$ cat src/sbm_pkg.sv
`default_nettype none
package sbm_pkg;
    // Processor bus clock and the figures derived from it.
    localparam int unsigned BUS_CLK_HZ = 1987200;
    localparam int unsigned STROBE_DIV = 640;
    localparam int unsigned STROBE_HZ = 3105;
    localparam int unsigned NIBBLE_COUNT = 16;
    localparam int unsigned NIBBLE_W = 4;
    localparam int unsigned NIBBLE_BUS_BITS = 64;
    localparam int unsigned SERIAL_BAUD = 1200;
    localparam int unsigned RING_BITS = 40;
    localparam int unsigned RING_OWN_BITS = 16;
    localparam int unsigned RING_OWN_LSB = 0;
    localparam int unsigned RING_TRUNK_BITS = 16;
    localparam int unsigned RING_SECURE_BITS = 8;
    // Default ring half period in bus clocks: bit clock is bus clock / 2.
    localparam int unsigned RING_HALF_DEFAULT = 1;
    localparam logic [7:0] RING_HALF_RESET = 8'h01;
    localparam int unsigned BAUD_DIV = (BUS_CLK_HZ + SERIAL_BAUD / 2) / SERIAL_BAUD;
    localparam logic [3:0] NIBBLE_ADDR_RESET = 4'h0;
endpackage : sbm_pkg
`default_nettype wire

$ cat src/sbm_ring_if.sv
`default_nettype none
// Bit-level strobes shared between the ring master and its bit clock divider.
interface sbm_ring_if;
    logic launch;
    logic sample;
    logic clk_level;
    modport gen (output launch, output sample, output clk_level);
    modport use_side (input launch, input sample, input clk_level);
endinterface : sbm_ring_if
`default_nettype wire

$ cat src/sbm_station_bus_master.sv
`default_nettype none
// Behaviour
// - Nibble bus: sixteen 4-bit nibbles, 64 bits, one per address value.
// - Nibble address advances by one, wrapping modulo 16.
// - Nibble data travels on four active-low lines during its address.
// - Service interrupt to processor pulses low at every address step.
// - Data strobe is the bus clock divided by 640; timing follows it.
// - This block alone drives nibble address, strobe and timing.
// - Shared serial line runs at 1200 baud.
// - Serial line idles high via pull-up; driven only while writing.
// - Transmit and receive share one line; own transmission is received.
// - A 40-bit packet circulates continuously with no gaps.
// - Block writes only its 16 ring bits; all 40 bits readable.
// - Block is ring master, driving bit clock and frame sync.
// - Ring bit clock square, one period per bit, default bus clock / 2.
// - Frame sync lasts exactly one bit time at packet start.
// - Ring out goes to trunking controller; loop returns on ring in.
// - Bus clock is crystal divided by four; this clock is the bus clock.
module sbm_station_bus_master #(
    parameter int unsigned STROBE_DIV = sbm_pkg::STROBE_DIV,
    parameter int unsigned BAUD_DIV = sbm_pkg::BAUD_DIV,
    parameter int unsigned RING_BITS = sbm_pkg::RING_BITS
) (
    input wire logic i_sys_clk,
    input wire logic i_rst,
    // Nibble bus.
    output logic [3:0] o_nibble_address,
    output logic o_nibble_strobe_n,
    output logic o_nibble_service_irq_n,
    input wire logic [3:0] i_nibble_data_n,
    output logic [3:0] o_nibble_data_n,
    output logic [3:0] o_nibble_data_oe_n,
    input wire logic [3:0] i_nibble_wr_data,
    input wire logic [3:0] i_nibble_wr_en,
    output logic [3:0] o_nibble_rd_data,
    // Shared serial line, open-drain style.
    input wire logic i_serial_line,
    output logic o_serial_line,
    output logic o_serial_line_oe_n,
    input wire logic i_tx_bit,
    input wire logic i_tx_active,
    output logic o_rx_bit,
    output logic o_baud_tick,
    // Circulating ring.
    input wire logic [7:0] i_ring_half_period,
    input wire logic [15:0] i_ring_own_bits,
    output logic o_ring_bit_clock,
    output logic o_ring_frame_sync,
    output logic o_ring_data_out,
    input wire logic i_ring_data_in,
    output logic [39:0] o_ring_packet,
    output logic o_ring_packet_valid
);
    // Dividers are 16 bits wide and the ring index logic is sized for a 40-bit packet.
    if (STROBE_DIV < 2 || STROBE_DIV > 65536 || BAUD_DIV < 1 || BAUD_DIV > 65536 ||
            RING_BITS != sbm_pkg::RING_BITS) begin : g_bad_params
        $error("sbm_station_bus_master: unsupported parameter values");
    end

    ////////////////////////////////////////////////////////////////////////////
    // Nibble bus strobe and address scan.
    logic [15:0] sdiv_r;
    logic [15:0] sdiv_nxt;
    logic [3:0] addr_r;
    logic [3:0] addr_nxt;
    logic strobe_n_r;
    logic strobe_n_nxt;
    logic irq_n_r;
    logic irq_n_nxt;
    logic [3:0] rd_r;
    logic [3:0] rd_nxt;
    logic step;

    // Strobe is low for the second half of each 640-clock period; the address
    // steps on the rising edge so it stays put for a whole strobe period.
    always_comb begin
        step = (sdiv_r == 16'(STROBE_DIV - 1));
        sdiv_nxt = step ? 16'h0000 : sdiv_r + 16'h0001;
        strobe_n_nxt = (sdiv_nxt < 16'(STROBE_DIV / 2));
        addr_nxt = step ? addr_r + 4'h1 : addr_r;
        irq_n_nxt = ~step;
        rd_nxt = (step) ? ~i_nibble_data_n : rd_r;
    end

    // All timing counts cycles of this clock, which is the bus clock itself.
    always_ff @(posedge i_sys_clk) begin
        if (i_rst) begin
            sdiv_r <= 16'h0000;
            addr_r <= sbm_pkg::NIBBLE_ADDR_RESET;
            strobe_n_r <= 1'b1;
            irq_n_r <= 1'b1;
            rd_r <= 4'h0;
        end else begin
            sdiv_r <= sdiv_nxt;
            addr_r <= addr_nxt;
            strobe_n_r <= strobe_n_nxt;
            irq_n_r <= irq_n_nxt;
            rd_r <= rd_nxt;
        end
    end

    // Address, strobe and interrupt come from flops, so slaves never see glitches.
    assign o_nibble_address = addr_r;
    assign o_nibble_strobe_n = strobe_n_r;
    assign o_nibble_service_irq_n = irq_n_r;
    assign o_nibble_rd_data = rd_r; // Data captured for the nibble just left.
    // Open-drain nibble lines: only a set bit pulls its line low.
    assign o_nibble_data_n = 4'h0;
    assign o_nibble_data_oe_n = ~(i_nibble_wr_data & i_nibble_wr_en);

    ////////////////////////////////////////////////////////////////////////////
    // Serial line: baud enable and shared open-drain drive.
    logic [15:0] bdiv_r;
    logic [15:0] bdiv_nxt;
    logic btick;

    // Free-running baud enable; the transmitter paces its bits on this pulse.
    always_comb begin
        btick = (bdiv_r == 16'(BAUD_DIV - 1));
        bdiv_nxt = btick ? 16'h0000 : bdiv_r + 16'h0001;
    end

    // Baud divider register.
    always_ff @(posedge i_sys_clk) begin
        if (i_rst) begin
            bdiv_r <= 16'h0000;
        end else begin
            bdiv_r <= bdiv_nxt;
        end
    end

    assign o_baud_tick = btick;
    // Only a low bit is driven; a high bit is left to the pull-up.
    assign o_serial_line = 1'b0;
    assign o_serial_line_oe_n = ~(i_tx_active & ~i_tx_bit);
    // Receive always watches the line, so our own bits come back.
    assign o_rx_bit = i_serial_line;

    ////////////////////////////////////////////////////////////////////////////
    // Circulating ring master.
    // The divider hands out launch and sample enables; nothing runs on a second clock.
    sbm_ring_if ring ();

    sbm_ring_clkgen u_clk (
        .i_sys_clk(i_sys_clk),
        .i_rst(i_rst),
        .i_half_period(i_ring_half_period),
        .ring(ring.gen)
    );

    // Ring state: bit index, launched bit, frame sync and the received image.
    logic [5:0] bit_r;
    logic [5:0] bit_nxt;
    logic out_r;
    logic out_nxt;
    logic sync_r;
    logic sync_nxt;
    logic [39:0] sh_r;
    logic [39:0] sh_nxt;
    logic [39:0] pkt_r;
    logic [39:0] pkt_nxt;
    logic valid_r;
    logic valid_nxt;

    // Outgoing bit is our own when its index lies in our field, otherwise the
    // bit received at that index in the previous packet is sent again, which keeps others' bits intact.
    always_comb begin
        bit_nxt = bit_r;
        out_nxt = out_r;
        sync_nxt = sync_r;
        sh_nxt = sh_r;
        pkt_nxt = pkt_r;
        valid_nxt = 1'b0;
        if (ring.launch) begin
            bit_nxt = (bit_r == 6'(RING_BITS - 1)) ? 6'h00 : bit_r + 6'h01;
            sync_nxt = (bit_r == 6'(RING_BITS - 1));
            if (bit_nxt < 6'(sbm_pkg::RING_OWN_BITS)) begin
                out_nxt = i_ring_own_bits[bit_nxt[3:0]];
            end else begin
                out_nxt = sh_r[bit_nxt];
            end
        end
        if (ring.sample) begin
            sh_nxt[bit_r] = i_ring_data_in;
            if (bit_r == 6'(RING_BITS - 1)) begin
                pkt_nxt = sh_nxt;
                valid_nxt = 1'b1;
            end
        end
    end

    // Reset parks the index on the last bit so the first launch opens a packet.
    always_ff @(posedge i_sys_clk) begin
        if (i_rst) begin
            bit_r <= 6'h27;
            out_r <= 1'b0;
            sync_r <= 1'b0;
            sh_r <= 40'h0000000000;
            pkt_r <= 40'h0000000000;
            valid_r <= 1'b0;
        end else begin
            bit_r <= bit_nxt;
            out_r <= out_nxt;
            sync_r <= sync_nxt;
            sh_r <= sh_nxt;
            pkt_r <= pkt_nxt;
            valid_r <= valid_nxt;
        end
    end

    // Ring pins come straight from flops; data out and frame sync move only on launch edges.
    assign o_ring_bit_clock = ring.clk_level;
    assign o_ring_frame_sync = sync_r;
    assign o_ring_data_out = out_r;
    assign o_ring_packet = pkt_r;
    assign o_ring_packet_valid = valid_r;
endmodule : sbm_station_bus_master
`default_nettype wire

$ cat src/sbm_ring_clkgen.sv
`default_nettype none
// Divider for the ring bit clock: square wave, half period programmable.
module sbm_ring_clkgen (
    input wire logic i_sys_clk,
    input wire logic i_rst,
    input wire logic [7:0] i_half_period,
    sbm_ring_if.gen ring
);
    logic [7:0] cnt_r;
    logic [7:0] cnt_nxt;
    logic lvl_r;
    logic lvl_nxt;
    logic half_end;

    // A half period of zero is served as one so the clock never stalls.
    always_comb begin
        half_end = (cnt_r + 8'h01 >= ((i_half_period == 8'h00) ? 8'h01 : i_half_period));
        cnt_nxt = half_end ? 8'h00 : cnt_r + 8'h01;
        lvl_nxt = half_end ? ~lvl_r : lvl_r;
    end

    always_ff @(posedge i_sys_clk) begin
        if (i_rst) begin
            cnt_r <= 8'h00;
            lvl_r <= 1'b0;
        end else begin
            cnt_r <= cnt_nxt;
            lvl_r <= lvl_nxt;
        end
    end

    // Launch on the rising edge, sample on the falling edge.
    assign ring.launch = half_end & ~lvl_r;
    assign ring.sample = half_end & lvl_r;
    assign ring.clk_level = lvl_r;
endmodule : sbm_ring_clkgen
`default_nettype wire

$ cat config.mk
export PLATFORM = sky130hd
export DESIGN_NAME = sbm_station_bus_master
export DESIGN_NICKNAME = d
export VERILOG_FILES = /design/src/sbm_pkg.sv /design/src/sbm_ring_if.sv /design/src/sbm_station_bus_master.sv /design/src/sbm_ring_clkgen.sv
export SDC_FILE = /design/constraint.sdc
export NUM_CORES = 1
export LEC_CHECK = 0
export BUFFER_PORTS_ARGS = -buffer_cell sky130_fd_sc_hd__buf_2
export CAP_MARGIN = 20
export CORE_AREA = 2 2 117 119
export CTS_CLUSTER_SIZE = 28
export DETAILED_ROUTE_END_ITERATION = 7
export DIE_AREA = 0 0 119 121
export GPL_TIMING_DRIVEN = 0
export PLACE_DENSITY = 0.75
export SLEW_MARGIN = 5
export SYNTH_ARGS = -nofsm -noshare
export SYNTH_HDL_FRONTEND = slang
export SYNTH_HIERARCHICAL = 1
export SYNTH_SLANG_ARGS = --single-unit
$ cat constraint.sdc
create_clock -name i_sys_clk -period 3.6 [get_ports i_sys_clk]
set_input_delay 0.54 -clock i_sys_clk [delete_from_list [all_inputs] [get_ports i_sys_clk]]
set_output_delay 0.54 -clock i_sys_clk [all_outputs]
set_load 0.01 [all_outputs]
# Word level (Yosys, flattened, before mapping)
# Cells that the tools add are included.
[word_totals]
output_inout_bits = 66
ff_bits = 140
word_cells = 58
[classes]
n_bitwise = 11
n_eq_ne = 3
add_sub_neg = 5
n_reduce_logical = 6
magnitude_cmp = 7
n_mux = 12
[ops]
columns = ["op", "n"]
rows = [
  ["bitwise mux 40 bit", 1],
  ["adder 16 x 1 -> 16 bit (second input constant)", 2],
  ["== test 16 x 10 -> 1 bit (second input constant)", 1],
  ["== test 16 x 11 -> 1 bit (second input constant)", 1],
  ["less-than comparator 16 x 9 -> 1 bit (second input constant)", 1],
  ["2-to-1 mux 16 bit", 1],
  ["less-than comparator 6 x 7 -> 1 bit (second input constant)", 2],
  ["adder 8 x 1 -> 8 bit (second input constant)", 1],
  ["greater-or-equal comparator 8 bit", 1],
  ["zero test 8 bit", 1],
  ["2-to-1 mux 8 bit", 1],
  ["NOT 4 bit", 2],
  ["adder 6 x 1 -> 6 bit (second input constant)", 1],
  ["binary-select mux 1 bit (select 6 bit)", 1],
  ["demux 1 bit (select 6 bit)", 1],
  ["== test 6 bit (second input constant)", 1],
  ["greater-or-equal comparator 6 x 1 -> 1 bit (second input constant)", 1],
  ["less-than comparator 6 x 5 -> 1 bit (second input constant)", 1],
  ["2-to-1 mux 6 bit", 1],
  ["OR reduction 2 bit", 3],
  ["less-than comparator 4 x 5 -> 1 bit (second input constant)", 1],
  ["2-to-1 mux 1 bit", 5],
  ["NOT 1 bit", 5],
  ["adder 4 x 1 -> 4 bit (second input constant)", 1],
  ["5 further kinds", 7],
]

# Logic depth before layout (Yosys ltp)
[depth]
ltp_word = 6
mapped_depth = 15
ltp_nobuf = 13

# By module
# The synthesis kept the hierarchy.
[by_module_without_submodules]
columns = ["mod", "seq_area_each_um2", "instances", "cells_per_inst", "area_per_inst_um2"]
rows = [
  ["sbm_station_bus_master", 2622.5, 1, 785, 6388.6],
  ["sbm_ring_clkgen", 180.2, 1, 71, 668.1],
]

# Least setup slack after synthesis
# Ideal clock, no wire load.
[synth_path]
path_kind = "flip-flop to flip-flop"
from = "register u_clk.cnt_r[0]"
to = "register pkt_r[10], in the netlist o_ring_packet[10]"
path_buffers = 3
period_less_slack_ps = 3105
arrival_time_ps = 3014
path_slack_ps = 495
path_stages_with_launch = 15
setup_time_ps = 91
cell_sequence = "dfxtp_1 -> ha_1 -> nand3_1 -> nor2_1 -> xor2_1 -> ha_1 -> nand4_1 -> o31ai_4 -> and2_1 -> buf_1 -> and3_1 -> clkbuf_1 -> clkbuf_1 -> nor2_1 -> a311oi_1"
[synth_via]
elab_chain_cells = 4
[synth_rtl]
columns = ["item", "line_no", "source"]
rows = [
  ["start: declaration", "sbm_ring_clkgen.sv:9", "logic [7:0] cnt_r;"],
  ["start signal: assignment", "sbm_ring_clkgen.sv:27", "cnt_r <= cnt_nxt;"],
  ["adder 8 x 1 -> 8 bit", "sbm_ring_clkgen.sv:17", "half_end = (cnt_r + 8'h01 >= ((i_half_period == 8'h00) ? 8'h01 : i_half_period));"],
  ["greater-or-equal comparator 8 bit", "sbm_ring_clkgen.sv:17", ""],
  ["AND 1 bit", "sbm_ring_clkgen.sv:34", "assign ring.sample = half_end & lvl_r;"],
  ["named net ring.sample", "sbm_ring_if.sv:5", "logic sample;"],
  ["AND reduction 2 bit (no line)", "--", ""],
  ["end signal: assignment", "sbm_station_bus_master.sv:206", "pkt_r <= pkt_nxt;"],
  ["end: declaration", "sbm_station_bus_master.sv:160", "logic [39:0] pkt_r;"],
]
# The timed path passes the listed nets, and every way through them passes these cells.
# A chain may end at the register's enable or synchronous reset.

# Final worst setup path
[layout_path]
from = "register u_clk.cnt_r[0]"
to = "register pkt_r[28], in the netlist o_ring_packet[28]"
# The elaborated chain is that of the path after synthesis.

==> flow_summary.json <==
{
  "clock-sinks": 140,
  "hpwlAfterDp_um": 13230,
  "cp-end-kind": "flop",
  "grt_pass1_vias": 6104,
  "cts_tree": "done",
  "grt_max_degree": 17,
  "filler_cell_count": 1138,
  "setup_viol": 0,
  "slowest_stage": "dfxtp_1",
  "relSlewSlack_pct": 50.28,
  "synth_area_leaders": "dfxtp_1 (40%), nor2_1 (6.7%), nand2_1 (5.6%)",
  "dieArea_um2": 14400,
  "post-place-ws_ns": -0.5287,
  "overflow": 0,
  "syn_inst": 856,
  "drv_slew": 0,
  "layout.nets": 1036,
  "vdd_ir_drop_max_v": 0.0004580,
  "worst_pin_slew_ns": 0.7458,
  "insertion_delay_ns": 0.43,
  "synth_top_area_share_pct": 39.72,
  "layout-drive-gt1-share_pct": 18.61,
  "place_congestion": 0.9175,
  "synth_warnings": 6,
  "crit_chain": "ha_1, nand3_1, nor2_1, xor2_1, ha_1, nand4_1, o31ai_4, and2_2, and3_4, clkbuf_1, a311oi_1",
  "crit_required_ns": 3.88,
  "yosysSeqAreaShare_pct": 39.72,
  "num_rows": 42,
  "grt_pass1_wl_um": 30330,
  "finClkSkew_ns": 0.007755,
  "min_period_ns": 3.364,
  "antenna_found_initial": 0,
  "initial_core_util_pct": 53.93,
  "cp-start-kind": "flop",
  "fmax_mhz": 297.2,
  "async_flop_share_pct": 0,
  "cts_root_buf": "clkbuf_16",
  "grtUsageTotal_pct": 26.48,
  "finalSetupTns_ns": 0,
  "synth_edf_count": 0,
  "syn_to_final_growth_pct": 20.98,
  "max_cap_violations": 0,
  "antenna_cells": 0,
  "wl_per_cell_um": 16.10,
  "synth_top_cell_by_area": "dfxtp_1",
  "crit_path_max_incr_delay_ns": 0.42,
  "critical_path_class": "reg2reg",
  "synth_seq_cells": 140,
  "status": "finished, final reports clean",
  "vias": 6652,
  "placed_area_um2": 7792,
  "final.setup.worst_slack_ns": 0.2358,
  "yosysUniqueCellTypes": 67,
  "netlist_area_um2": 7057,
  "clk_pin_slew_worst_paths_ns": 0.06,
  "finalHoldViolCount": 0,
  "cts_max_level": 4,
  "die_h_um": 121,
  "coreArea_um2": 13090,
  "stdcell_area_um2": 8537,
  "die_x_um": 119,
  "boundaryPins": 108,
  "power_density_nw_per_um2": 454.1,
  "hold_buffers": 0,
  "syn_avg_cell_area_um2": 8.244,
  "wl_um": 18830,
  "avgViaCountPerCell": 5.685,
  "cp_max_fo": 10,
  "drt-initial-drc-count": 617,
  "totalPowerFinal_mw": 3.877,
  "cts_buffers": 17,
  "cpMostUsedCell": "ha_1",
  "drt.antenna.violating_nets": 0,
  "drt_first_pass_iters": 6,
  "fin_crit_sh_pct": 93.45,
  "worstPathArrival_ns": 3.64,
  "synth_ff_type": "dfxtp_1",
  "holdWs_ns": 0.2912,
  "power.leakage_nw": 3.287,
  "io_buffers": 100,
  "hold_class": "in2reg",
  "drc": 0,
  "clk_path_buf_depth": 2
}
synth_stat cells (4+ instances only):
cell	number
xnor2_1	21
clkbuf_1	52
a211o_1	4
and3_1	9
a211oi_1	25
nand4_1	12
ha_1	13
nor2b_1	6
inv_1	16
mux2i_1	22
buf_2	9
nor3b_1	11
nand3_1	70
dfxtp_1	140
buf_4	8
nor3_1	13
a311oi_1	33
xor2_1	24
nand2_1	106
mux4_2	6
nor4_1	5
o21ai_0	27
and2_1	7
a21oi_1	26
nor2_1	126
report_power, final:
group | switching [mW] | internal [mW] | total, mW
clock | 0.677 | 1.43 | 2.10
combinational | 0.121 | 0.0801 | 0.201
sequential | 0.0113 | 1.56 | 1.57
flip-flops by register name (all words and copies together), names as in the netlist, 4 cells and up:
name	flops
sh_r	40
sdiv_r	16
o_ring_packet	40
bdiv_r	16
o_nibble_address	4
u_clk/cnt_r	8
bit_r	6
o_nibble_rd_data	4
area by class of cell:
type / count / area (µm²) / area share, %
Tap cell: 176 / 220.2 / 2.580
Clock inverter: 10 / 234.0 / 2.741
Timing Repair Buffer: 104 / 530.5 / 6.214
Sequential cell: 140 / 2803 / 32.83
Multi-Input combinational cell: 629 / 3870 / 45.33
Inverter: 16 / 60.06 / 0.7035
Clock buffer: 22 / 474.2 / 5.555
Buffer: 73 / 345.3 / 4.045
metal layers:
| metal | routed length, µm | up-vias | GRT usage, % |
|---|---|---|---|
| met3 | 1452 | 41 | 6.485 |
| met4 | 498 | 0 | 10.79 |
| met2 | 8646 | 279 | 43.03 |
| met5 | 0 | - | 0 |
| li1 | - | 3258 | - |
| met1 | 8235 | 3074 | 33.80 |
cell families (layout without fill, tap and decap cells):
kind of cell | after synthesis | in the layout | share of synthesized area [%]
muxes | 31 | 31 | 5.514
buffers and inverters | 91 | 225 | 5.745
xor gates and xnor gates | 45 | 45 | 5.585
adders and majority gates | 13 | 13 | 2.305
AOI/OAI and AO/OA | 142 | 142 | 14.57
other | 1 | 5 | 0.05314
and+or+nand+nor | 393 | 393 | 26.51
DFF | 140 | 140 | 39.72
layout by cell type, fill, tap and decap left out, drive strengths merged, types with 6 or more instances in the layout:
master  count
a211oi     25
inv        16
nor2      126
ha         13
o21ai      27
xnor2      21
a21oi      27
a311oi     33
dfxtp     140
mux2i      22
and3        9
nor3b      15
and2        8
clkbuf     73
nand4      12
nor3       15
nand3      70
nor2b       6
buf       126
nand2     106
xor2       24
mux4        6
bufinv      7
critical path: cells and delay by family (launching register included):
kind | cells | cell delay [ns]
and+or+nand+nor | 5 | 1.20
AOI/OAI and AO/OA | 2 | 0.57
adders and majority gates | 2 | 0.52
DFF | 1 | 0.42
buffers and inverters | 1 | 0.42
xor gates and xnor gates | 1 | 0.10
worst paths after layout:
kind	cells past startpoint	slack (ns)	endpoint	start
max	11	0.24	o_ring_packet[28]	u_clk/cnt_r[0]
min	2	0.29	o_nibble_rd_data[3]	i_nibble_data_n[3]
max reg2reg	11	0.24	o_ring_packet[28]	u_clk/cnt_r[0]
min reg2reg	1	0.44	bdiv_r[0]	bdiv_r[0]
metrics by stage:
| step | utilization [%] | instances |
|---|---|---|
| floorplan | - | 860 |
| global placement | 59.55 | 1136 |
| detailed placement | 59.55 | 1136 |
| CTS | 64.96 | 1166 |
| global route | 65.24 | 1170 |
| finish | 65.24 | 1170 |
timing repair:
action                     4_1_cts  5_1_grt
pin swaps                        0        1
buffers inserted                 0        4
gates resized for setup          5        7
gates cloned                     0        0
setup endpoints to repair       52       54
(Power assumes the default switching activity.)
